$ cat config.mk
export PLATFORM = sky130hd
export DESIGN_NAME = mie_core
export DESIGN_NICKNAME = d
export VERILOG_FILES = /design/src/rtl/mie_pkg.sv /design/src/rtl/mie_alu.sv /design/src/rtl/mie_core.sv
export SDC_FILE = /design/constraint.sdc
export NUM_CORES = 1
export LEC_CHECK = 0
export BUFFER_PORTS_ARGS = -buffer_cell sky130_fd_sc_hd__buf_4
export CAP_MARGIN = 10
export CORE_MARGIN = 2
export CORE_UTILIZATION = 29
export CTS_CLUSTER_SIZE = 16
export DETAILED_ROUTE_END_ITERATION = 12
export PLACE_DENSITY = 0.44
export SETUP_SLACK_MARGIN = 0.05
export SYNTH_ARGS = -nofsm -noshare
export SYNTH_HDL_FRONTEND = slang
export SYNTH_SLANG_ARGS = --single-unit
$ cat constraint.sdc
create_clock -name ref_clk -period 5.8 [get_ports ref_clk]
set_input_delay 0.58 -clock ref_clk [delete_from_list [all_inputs] [get_ports ref_clk]]
set_output_delay 0.58 -clock ref_clk [all_outputs]
set_load 0.02 [all_outputs]
$ cat src/rtl/mie_pkg.sv
// Shared constants and types for the 8-bit instruction execute core.
// Assumes a core clock of 200 MHz and asynchronous-read memories outside.
package mie_pkg;

  // ==========================================================================
  // Data-space locations
  // ==========================================================================
  // Pointer registers sit at the base and the location above, short-direct registers at the base and the three locations above.
  localparam logic [7:0] SHORT_BASE_ADDR = 8'h80;

  // ==========================================================================
  // Lengths, cycle counts and offsets
  // ==========================================================================
  localparam logic [1:0] LEN_1 = 2'h1;
  localparam logic [1:0] LEN_2 = 2'h2;
  localparam logic [1:0] LEN_3 = 2'h3;
  localparam logic [2:0] CYC_SHORT = 3'h2;
  localparam logic [2:0] CYC_ALU = 3'h4;
  localparam logic [2:0] CYC_BTEST = 3'h5;
  localparam logic [2:0] EXEC_SHORT = 3'h1;
  localparam logic [2:0] EXEC_LONG = 3'h3;
  localparam logic [11:0] PC_RESET = 12'h000;
  localparam logic [11:0] REL_FWD_OFS = 12'h001;
  localparam logic [11:0] BTEST_OFS = 12'h002;
  localparam logic [11:0] CALL_RET_OFS = 12'h002;
  localparam logic [2:0] STACK_LAST = 3'h5;
  localparam logic [2:0] STACK_FULL = 3'h6;

  // ==========================================================================
  // Opcode classes (bits 2:0, odd codes) and groups (bits 7:6)
  // ==========================================================================
  localparam logic [2:0] CLS_JUMP = 3'h1;
  localparam logic [2:0] CLS_BIT = 3'h3;
  localparam logic [2:0] CLS_ALU = 3'h7;
  localparam logic [1:0] GRP_SHORT = 2'h0;
  localparam logic [1:0] GRP_ACC = 2'h1;
  localparam logic [1:0] GRP_DIR = 2'h2;
  localparam logic [2:0] CTL_RET = 3'h1;
  localparam logic [2:0] CTL_RETURN_FROM_INTERRUPT = 3'h2;
  localparam logic [2:0] CTL_STOP = 3'h3;
  localparam logic [2:0] CTL_WAIT = 3'h4;

  // ==========================================================================
  // Types
  // ==========================================================================
  typedef enum logic [3:0] {
    ALU_ADD = 4'h0, ALU_AND = 4'h1, ALU_CP = 4'h2, ALU_SUB = 4'h3,
    ALU_INC = 4'h4, ALU_DEC = 4'h5, ALU_COM = 4'h6, ALU_RLC = 4'h7,
    ALU_SLA = 4'h8, ALU_CLR = 4'h9, ALU_PASS = 4'ha
  } mie_alu_func_type;

  typedef enum logic [3:0] {
    K_NOP = 4'h0, K_REL = 4'h1, K_JUMP = 4'h2, K_CALL = 4'h3,
    K_BTEST = 4'h4, K_BIT = 4'h5, K_ALU = 4'h6, K_RET = 4'h7,
    K_RETURN_FROM_INTERRUPT = 4'h8, K_STOP = 4'h9, K_WAIT = 4'ha
  } mie_kind_type;

  // Gray-coded along run, wait, stop.
  typedef enum logic [1:0] {
    ST_RUN = 2'b00, ST_WAIT = 2'b01, ST_STOP = 2'b11
  } mie_state_type;

endpackage

$ cat src/rtl/mie_alu.sv
// Eight-bit arithmetic and logic unit of the execute core.
// Purely combinational; the core decides which results and flags to keep.
`timescale 1ns/100ps
module mie_alu
  import mie_pkg::*;
(
  // Operation and operands
  input wire mie_alu_func_type func,
  input wire logic [7:0] op_a,
  input wire logic [7:0] op_b,
  input wire logic carry_in,
  // Results
  output logic [7:0] result,
  output logic zero_out,
  output logic carry_out
);

  logic [8:0] wide;

  // ==========================================================================
  // Operation select
  // ==========================================================================
  // Computes the result with carry-out or borrow in the ninth bit.
  always_comb begin
    wide = {carry_in, op_a};
    unique case (func)
      ALU_ADD: wide = {1'b0, op_a} + {1'b0, op_b}; // RL22
      ALU_AND: wide = {1'b0, op_a & op_b};
      ALU_CP, ALU_SUB: wide = {1'b0, op_a} - {1'b0, op_b}; // RL22
      ALU_INC: wide = {carry_in, op_a + 8'h01};
      ALU_DEC: wide = {carry_in, op_a - 8'h01};
      ALU_COM: wide = {op_a[7], ~op_a};
      ALU_RLC: wide = {op_a[7], op_a[6:0], carry_in};
      ALU_SLA: wide = {op_a[7], op_a[6:0], 1'b0};
      ALU_CLR: wide = 9'h000;
      ALU_PASS: wide = {carry_in, op_a};
    endcase
  end

  // Zero reflects the 8-bit result only.
  assign result = wide[7:0];
  assign zero_out = (wide[7:0] == 8'h00); // RL22
  assign carry_out = wide[8];

endmodule

$ cat src/rtl/mie_core.sv
// Instruction decode and execute core of an 8-bit microcontroller.
// Assumes asynchronous-read program and data memories outside the core.
// Functional notes
// RL1: Add, and, compare, subtract use accumulator plus memory or immediate.
// RL2: Clear, decrement, increment may target any of 256 data locations.
// RL3: Complement, rotate and shift act on accumulator and update both flags.
// RL4: Arithmetic and logic take four cycles; indirect one byte, others two.
// RL5: Increment and decrement update zero only; lengths by addressing mode.
// RL6: Clearing a direct register is three bytes and keeps both flags.
// RL7: Clearing the accumulator is two bytes, four cycles, updates flags.
// RL8: Shift is two bytes, rotate one byte, both four cycles.
// RL9: Four short branches test carry or zero; one byte, two cycles.
// RL10: Short branch displacement spans -15 to +16 around its address.
// RL11: Bit-test branches on bit clear or set; three bytes, five cycles.
// RL12: Bit-test displacement is eight-bit signed, spanning -126 to +129.
// RL13: Bit-test always copies the tested bit into carry.
// RL14: Bit set and clear: 3-bit index, data address, two bytes, four cycles.
// RL15: Bit operations reach any bit in the whole data space.
// RL16: Control ops: one byte, two cycles; only interrupt return sets flags.
// RL17: With watchdog selected, the stop instruction behaves as wait.
// RL18: Jump and call use 12-bit absolute address; two bytes, four cycles.
// RL19: Short branch opcode has a direction bit and a 4-bit magnitude.
// RL20: Opcode bit 4 picks the pointer register for indirect forms.
// RL21: Pointers and short registers live at data locations 80h to 83h.
// RL22: Zero set on zero result; carry shows carry-out or borrow.
// RL23: Taken branch adds displacement to its address, else falls through.
`timescale 1ns/100ps
module mie_core
  import mie_pkg::*;
(
  // Clock and reset
  input wire logic ref_clk,
  input wire logic reset_n,
  // Program space
  output logic [11:0] pgm_addr,
  input wire logic [7:0] pgm_data,
  // Data space
  output logic [7:0] data_raddr,
  input wire logic [7:0] data_rdata,
  output logic [7:0] data_waddr,
  output logic [7:0] data_wdata,
  output logic data_we,
  // Power modes
  input wire logic wdog_sel,
  input wire logic wake,
  output logic wait_mode,
  output logic stop_mode,
  // Status
  output logic [11:0] pc,
  output logic [7:0] acc,
  output logic zero_flag,
  output logic carry_flag,
  output logic instr_done
);

  mie_state_type state_reg, state_next;
  logic [2:0] cyc_reg, cyc_next, sp_reg, sp_next, bit_idx, exec_cyc, push_idx;
  logic [7:0] op_reg, op_next, b2_reg, b2_next, b3_reg, b3_next;
  logic [7:0] ptr_reg, ptr_next, acc_reg, acc_next, oaddr;
  logic [7:0] waddr_reg, waddr_next, wdata_reg, wdata_next;
  logic [7:0] alu_a, alu_b, alu_res;
  logic [11:0] pc_reg, pc_next, rel_target;
  logic [13:0] stack_mem [0:5];
  logic [13:0] stack_top;
  logic z_reg, z_next, c_reg, c_next, we_reg, we_next, done_reg, done_next;
  logic push_en, alu_z, alu_c, src_ind, src_short, src_imm, a_mem;
  logic wr_acc, wr_mem, upd_z, upd_c, exec_now, last_cyc, bit_val, rel_cond;
  logic [1:0] len;
  logic [2:0] ncyc;
  mie_kind_type kind;
  mie_alu_func_type alu_f;

  // ==========================================================================
  // Decode
  // ==========================================================================
  // Classifies the held opcode into kind, length, cycles and operand source.
  always_comb begin
    kind = K_NOP;
    len = LEN_1;
    ncyc = CYC_ALU;
    alu_f = ALU_PASS;
    src_ind = 1'b0;
    src_short = 1'b0;
    src_imm = 1'b0;
    a_mem = 1'b0;
    wr_acc = 1'b0;
    wr_mem = 1'b0;
    upd_z = 1'b0;
    upd_c = 1'b0;
    if (!op_reg[0]) begin
      kind = K_REL; // RL9
      ncyc = CYC_SHORT; // RL9
    end else begin
      case (op_reg[2:0])
        CLS_JUMP: begin
          kind = op_reg[3] ? K_JUMP : K_CALL; // RL18
          len = LEN_2; // RL18
        end
        CLS_BIT: begin
          if (op_reg[3]) begin
            kind = K_BIT; // RL14
            len = LEN_2; // RL14
          end else begin
            kind = K_BTEST;
            len = LEN_3; // RL11
            ncyc = CYC_BTEST; // RL11
          end
        end
        CLS_ALU: begin
          kind = K_ALU;
          alu_f = mie_alu_func_type'({1'b0, op_reg[7:5]});
          src_ind = !op_reg[3]; // RL20
          src_imm = op_reg[3] & op_reg[4]; // RL1
          len = src_ind ? LEN_1 : LEN_2; // RL4
          if (op_reg[7:5] <= 3'h3) begin
            wr_acc = (alu_f != ALU_CP); // RL1
            upd_z = 1'b1; // RL4
            upd_c = 1'b1; // RL4
          end else if (op_reg[7:5] <= 3'h5 && !src_imm) begin
            a_mem = 1'b1; // RL2
            wr_mem = 1'b1;
            upd_z = 1'b1; // RL5
          end else begin
            kind = K_NOP;
          end
        end
        default: begin
          case (op_reg[7:6])
            GRP_SHORT: begin
              kind = K_ALU;
              src_short = 1'b1; // RL21
              a_mem = 1'b1;
              wr_mem = 1'b1;
              upd_z = 1'b1; // RL5
              alu_f = op_reg[3] ? ALU_DEC : ALU_INC;
            end
            GRP_ACC: begin
              kind = K_ALU;
              wr_acc = 1'b1; // RL3
              upd_z = 1'b1; // RL3
              upd_c = 1'b1; // RL3
              case (op_reg[5:3])
                3'h0: alu_f = ALU_COM;
                3'h1: alu_f = ALU_RLC; // RL8
                3'h2: begin
                  alu_f = ALU_SLA;
                  len = LEN_2; // RL8
                end
                3'h3: begin
                  alu_f = ALU_CLR;
                  len = LEN_2; // RL7
                end
                3'h4, 3'h5: begin
                  alu_f = op_reg[3] ? ALU_DEC : ALU_INC;
                  len = LEN_2; // RL5
                  upd_c = 1'b0; // RL5
                end
                default: kind = K_NOP;
              endcase
            end
            GRP_DIR: begin
              kind = K_ALU;
              a_mem = 1'b1; // RL2
              wr_mem = 1'b1;
              if (op_reg[4]) begin
                alu_f = ALU_CLR;
                len = LEN_3; // RL6
              end else begin
                alu_f = op_reg[3] ? ALU_DEC : ALU_INC;
                len = LEN_2; // RL5
                upd_z = 1'b1; // RL5
              end
            end
            default: begin
              ncyc = CYC_SHORT; // RL16
              case (op_reg[5:3])
                CTL_RET: kind = K_RET;
                CTL_RETURN_FROM_INTERRUPT: kind = K_RETURN_FROM_INTERRUPT;
                CTL_STOP: kind = K_STOP;
                CTL_WAIT: kind = K_WAIT;
                default: kind = K_NOP;
              endcase
            end
          endcase
        end
      endcase
    end
    if (kind == K_NOP) begin
      ncyc = CYC_SHORT; // RL16
      len = LEN_1; // RL16
    end
  end

  // ==========================================================================
  // Operand paths
  // ==========================================================================
  // Picks the data-space address and ALU inputs for the held instruction.
  assign bit_idx = {op_reg[5], op_reg[6], op_reg[7]};
  assign oaddr = src_ind ? ptr_reg : // RL20
                 src_short ? (SHORT_BASE_ADDR | {6'h00, op_reg[5:4]}) :
                 b2_reg; // RL15
  assign alu_a = a_mem ? data_rdata : acc_reg; // RL1
  assign alu_b = src_imm ? b2_reg : data_rdata; // RL1
  assign bit_val = data_rdata[bit_idx];
  assign exec_cyc = (ncyc == CYC_SHORT) ? EXEC_SHORT : EXEC_LONG;
  assign exec_now = (state_reg == ST_RUN) && (cyc_reg == exec_cyc);
  assign last_cyc = (cyc_reg == ncyc - 3'h1);
  assign stack_top = stack_mem[(sp_reg == 3'h0) ? 3'h0 : sp_reg - 3'h1];
  assign push_idx = (sp_reg == STACK_FULL) ? STACK_LAST : sp_reg;
  // Direction bit 3 and magnitude bits 7:4 form the short displacement.
  assign rel_target = op_reg[3] ? pc_reg - {8'h00, op_reg[7:4]} : // RL19
                      pc_reg + {8'h00, op_reg[7:4]} + REL_FWD_OFS; // RL10
  // Condition pairs: not-zero, no-carry, zero, carry.
  assign rel_cond = op_reg[2] ? (op_reg[1] ? c_reg : z_reg) :
                    (op_reg[1] ? !c_reg : !z_reg); // RL9

  // Program fetch walks through the bytes of the instruction.
  assign pgm_addr = pc_reg + {9'h000, cyc_reg};
  // Cycle two reads the pointer selected by opcode bit 4.
  assign data_raddr = (cyc_reg == 3'h2) ?
                      (SHORT_BASE_ADDR | {7'h00, op_reg[4]}) : oaddr; // RL20

  mie_alu u_alu (
    .func(alu_f),
    .op_a(alu_a),
    .op_b(alu_b),
    .carry_in(c_reg),
    .result(alu_res),
    .zero_out(alu_z),
    .carry_out(alu_c)
  );

  // ==========================================================================
  // Sequencer and execution
  // ==========================================================================
  // Fetches bytes, executes at a fixed cycle and ends on the cycle count.
  always_comb begin
    state_next = state_reg;
    cyc_next = cyc_reg;
    op_next = op_reg;
    b2_next = b2_reg;
    b3_next = b3_reg;
    ptr_next = ptr_reg;
    pc_next = pc_reg;
    acc_next = acc_reg;
    z_next = z_reg;
    c_next = c_reg;
    sp_next = sp_reg;
    waddr_next = waddr_reg;
    wdata_next = wdata_reg;
    we_next = 1'b0;
    done_next = 1'b0;
    push_en = 1'b0;
    unique case (state_reg)
      ST_RUN: begin
        unique case (cyc_reg)
          3'h0: op_next = pgm_data;
          3'h1: b2_next = pgm_data;
          3'h2: begin
            b3_next = pgm_data;
            ptr_next = data_rdata;
          end
          default: ;
        endcase
        if (exec_now) begin
          pc_next = pc_reg + {10'h000, len}; // RL23
          unique case (kind)
            K_REL: if (rel_cond) pc_next = rel_target; // RL23
            K_JUMP: pc_next = {op_reg[7:4], b2_reg}; // RL18
            K_CALL: begin
              push_en = 1'b1;
              pc_next = {op_reg[7:4], b2_reg}; // RL18
              if (sp_reg != STACK_FULL) sp_next = sp_reg + 3'h1;
            end
            K_RET, K_RETURN_FROM_INTERRUPT: begin
              pc_next = stack_top[11:0];
              if (sp_reg != 3'h0) sp_next = sp_reg - 3'h1;
              if (kind == K_RETURN_FROM_INTERRUPT) begin
                z_next = stack_top[13]; // RL16
                c_next = stack_top[12]; // RL16
              end
            end
            K_BTEST: begin
              c_next = bit_val; // RL13
              if (bit_val == op_reg[4]) begin
                pc_next = pc_reg + BTEST_OFS + {{4{b3_reg[7]}}, b3_reg}; // RL12
              end
            end
            K_BIT: begin
              waddr_next = b2_reg; // RL15
              wdata_next = data_rdata;
              wdata_next[bit_idx] = op_reg[4]; // RL14
              we_next = 1'b1;
            end
            K_ALU: begin
              if (wr_acc) acc_next = alu_res;
              if (wr_mem) begin
                waddr_next = oaddr; // RL2
                wdata_next = alu_res;
                we_next = 1'b1;
              end
              if (upd_z) z_next = alu_z; // RL22
              if (upd_c) c_next = alu_c; // RL22
            end
            K_STOP: state_next = wdog_sel ? ST_WAIT : ST_STOP; // RL17
            K_WAIT: state_next = ST_WAIT;
            K_NOP: ;
          endcase
        end
        if (last_cyc) begin
          cyc_next = 3'h0; // RL4
          done_next = 1'b1;
        end else begin
          cyc_next = cyc_reg + 3'h1;
        end
      end
      ST_WAIT, ST_STOP: if (wake) state_next = ST_RUN;
    endcase
  end

  // Registers all core state except the return stack.
  always_ff @(posedge ref_clk) begin
    if (!reset_n) begin
      state_reg <= ST_RUN;
      cyc_reg <= 3'h0;
      op_reg <= 8'h00;
      b2_reg <= 8'h00;
      b3_reg <= 8'h00;
      ptr_reg <= 8'h00;
      pc_reg <= PC_RESET;
      acc_reg <= 8'h00;
      z_reg <= 1'b0;
      c_reg <= 1'b0;
      sp_reg <= 3'h0;
      waddr_reg <= 8'h00;
      wdata_reg <= 8'h00;
      we_reg <= 1'b0;
      done_reg <= 1'b0;
    end else begin
      state_reg <= state_next;
      cyc_reg <= cyc_next;
      op_reg <= op_next;
      b2_reg <= b2_next;
      b3_reg <= b3_next;
      ptr_reg <= ptr_next;
      pc_reg <= pc_next;
      acc_reg <= acc_next;
      z_reg <= z_next;
      c_reg <= c_next;
      sp_reg <= sp_next;
      waddr_reg <= waddr_next;
      wdata_reg <= wdata_next;
      we_reg <= we_next;
      done_reg <= done_next;
    end
  end

  // Return stack holds flags and return address per level.
  always_ff @(posedge ref_clk) begin
    if (push_en) stack_mem[push_idx] <= {z_reg, c_reg, pc_reg + CALL_RET_OFS};
  end

  // Output assignments.
  assign data_waddr = waddr_reg;
  assign data_wdata = wdata_reg;
  assign data_we = we_reg;
  assign wait_mode = (state_reg == ST_WAIT);
  assign stop_mode = (state_reg == ST_STOP);
  assign pc = pc_reg;
  assign acc = acc_reg;
  assign zero_flag = z_reg;
  assign carry_flag = c_reg;
  assign instr_done = done_reg;
endmodule

==> impl_metrics.tcl <==
set metrics [dict create \
    status "complete, no violations" \
    hold_depth 3 \
    ys.flop_type "edfxtp_1" \
    synth_warnings 0 \
    insertion_delay_ns 0.44 \
    vias_per_cell 5.42 \
    fin_worst_skew_ns 0.0151 \
    antenna_found_initial 0 \
    intPower_uw 2800 \
    crit_fanout 13 \
    register_area_sq_um 4120 \
    tightest_slew_ns 0.931 \
    rows 71 \
    pwr-share-seq_pct 31.2 \
    start_kind "register" \
    ctsResizeCount 0 \
    cts_tree "done" \
    rsz0062_at_grt "yes" \
    core_sq_um 37800 \
    fmax_mhz 183 \
    maxSlewHeadroom_pct 37.4 \
    yosysMostFrequentCell "nand2_1" \
    wl_met2_microns 18800 \
    wl_microns 40500 \
    ant_nets 0 \
    finalSetupViolations 0 \
    synth_edf_count 84 \
    cts-buffers-inserted 17 \
    drt_iter0_markers 881 \
    grt_pass1_wl_microns 61900 \
    drive_above_1_share_pct 14.1 \
    critPathSlowestCell "a2111o_1" \
    hold_class "in -> reg" \
    vias 10200 \
    die_area_sq_um 40100 \
    start_util_pct 29.5 \
    drv_slew 0 \
    syn_area_per_cell_sq_um 8.67 \
    cts_setup_buffers 0 \
    yosysUniqueCellTypes 77 \
    finalHoldViolations 0 \
    clockBufferDepth 2 \
    timing.final.crit_share_pct 94.3 \
    swShare_pct 44.4 \
    cts_root_buffer "clkbuf_16" \
    drv_cap 0 \
    p_leak_uw 0.00496 \
    yosysSeqAreaShare_pct 36.9 \
    async_flop_share_pct 0 \
    fin_nets 1447 \
    htree_num_levels 4 \
    cp_cell_sequence "inv_1 > ha_1 > nor2_1 > a21o_1 > a2111o_1 > nor3_1 > buf_4 > ha_1 > a21o_1 > a311o_1 > a21oi_1 > xnor2_1 > a22o_1 > a211oi_1 > nand2b_1 > or4_1 > o31ai_2" \
    cts.sinks 164 \
    synth_top_cells_by_count "nand2_1 (156), a21oi_1 (111), nor2_1 (108), edfxtp_1 (84), dfxtp_1 (80)" \
    clockPowerShare_pct 22.4 \
    dr.pass1.iters 7 \
    wl_met1_microns 18600 \
    place_congestion 0.922 \
    synth_top_area_share_pct 22.6 \
    switching_power_uw 2240 \
    multiInputGateArea_sq_um 6640 \
    slowest_delay_ns 0.56 \
    drc 0 \
    grt_pass1_vias 9958 \
    synthToLayoutAreaGrowth_pct 17.3 \
    dr_wl_met3_microns 2070 \
    design.portCount 82 \
    tns_ns 0 \
    overflow 0 \
    die_h_microns 200 \
    dp_hpwl_microns 30200 \
    synth_area_sq_um 11200 \
    syn-num-nets 1373 \
    ir_worst_vdd_v 0.000192 \
    n_antenna_cell 0 \
    fin_crit_ns 5.47 \
    synthTopCellsByArea "edfxtp_1 (23%), dfxtp_1 (14%), ha_1 (6.4%), nand2_1 (5.2%), a21oi_1 (5.0%)" \
    critPathLaunch "op_reg[7]" \
    synth_cells 1289 \
    maxUsedRoutingLayer "met4" \
    dieWidth_microns 200 \
    largest_reg_flops 84 \
    yosys_register_bits 164 \
    hold_buffers 0 \
    cp.arrival_ns 5.82 \
    port_buffers 81 \
    timing.rr.start "op_reg[7]" \
    combPwrFrac_pct 46.4 \
    cp.required_ns 6.15 \
    fillers 4010 \
    grt_max_degree 36 \
    yosys.area.top_type "edfxtp_1" \
    track_usage_pct 20.0 \
    power_density_nw_per_um2 384 \
    min_from "pgm_data[0]" \
    clkTransAtPathRegs_ns 0.08 \
    final_cells 1887 \
    r2r_cells 17 \
    critical_path_class "reg -> reg" \
    wl_per_cell_microns 21.5 \
    dp_cells 1855 \
    end_kind "register" \
]
cells in the final DEF (no fill, tap or decap), types with 12 or more instances in the layout:
cell type / Yosys / routed
a211oi_1: 30 / 30
a21oi_1: 111 / 111
a31oi_1: 18 / 18
and2_1: 12 / 12
buf_4: 0 / 129
clkbuf_16: 0 / 17
dfxtp_1: 80 / 80
edfxtp_1: 84 / 84
ha_1: 57 / 57
inv_1: 47 / 46
mux2i_1: 48 / 47
nand2_1: 156 / 155
nand3_1: 45 / 45
nor2_1: 108 / 106
nor2b_1: 28 / 28
nor3_1: 31 / 26
o211ai_1: 26 / 26
o21ai_0: 53 / 53
xnor2_1: 37 / 37
xor2_1: 35 / 35
metal layers:
metal,global-route usage [%],up-vias
met5,0,-
met4,6.77,0
met3,2.51,57
met2,32.3,326
met1,27.6,4945
li1,-,4892
power groups by stage:
stage | Sequential [uW] | Clock, uW | Combinational, uW
2_1_floorplan | 1520 | 0 | 1550
3_3_place_gp | 1600 | 0 | 2320
3_5_place_dp | 1600 | 0 | 2310
4_1_cts | 1580 | 1150 | 2330
5_1_grt | 1590 | 1200 | 2560
6_report | 1580 | 1130 | 2340
kinds of logic (layout without fill, tap and decap cells):
kind of cell             Yosys count  in the layout  synth area share (%)
XOR/XNOR                          72             72                  5.64
flip-flops                       164            164                  36.9
multiplexers                      57             57                  5.20
buffers and inverters            121            208                  4.11
AND/OR/NAND/NOR                  441            441                  18.2
AO/OA/AOI/OAI                    370            370                  22.4
adder cells (fa/ha/maj)           64             64                  7.63
worst paths after layout:
path / end / slack [ns]
min: b2_reg[0] / 0.41
max: zero_flag / 0.33
min reg2reg: data_waddr[7] / 0.45
max reg2reg: zero_flag / 0.33
layout make-up:
class / instances / share of cell area [%]
multi-input combinational: 1004 / 50.6
tap: 511 / 4.87
clock inverter: 15 / 1.07
sequential: 164 / 31.4
clock buffer: 17 / 3.24
inverter: 47 / 1.35
timing repair buffer: 129 / 7.38
stage by stage:
stage          power (uW)  instance area (sq um)  hold slack (ns)  setup slack, ns  utilization, %
2_1_floorplan        3070                  11200            0.437            0.245               -
3_5_place_dp         3920                  12500            0.449            0.443            33.2
4_1_cts              5050                  13100            0.396            0.422            34.7
3_3_place_gp         3920                  12500            0.444            0.572            33.2
5_1_grt              5360                  13100            0.399           0.0415            34.7
6_report             5040                  13100            0.409            0.330            34.7
critical path, delay by kind of cell (launching register included):
kind	cells	cell delay, ns
xor gates and xnor gates	1	0.09
and+or+nand+nor	4	1.10
DFF	1	0.46
AOI/OAI and AO/OA	8	2.44
adders and majority gates	2	0.77
buffers and inverters	2	0.51
No activity file was read; power rests on OpenSTA's default activity.
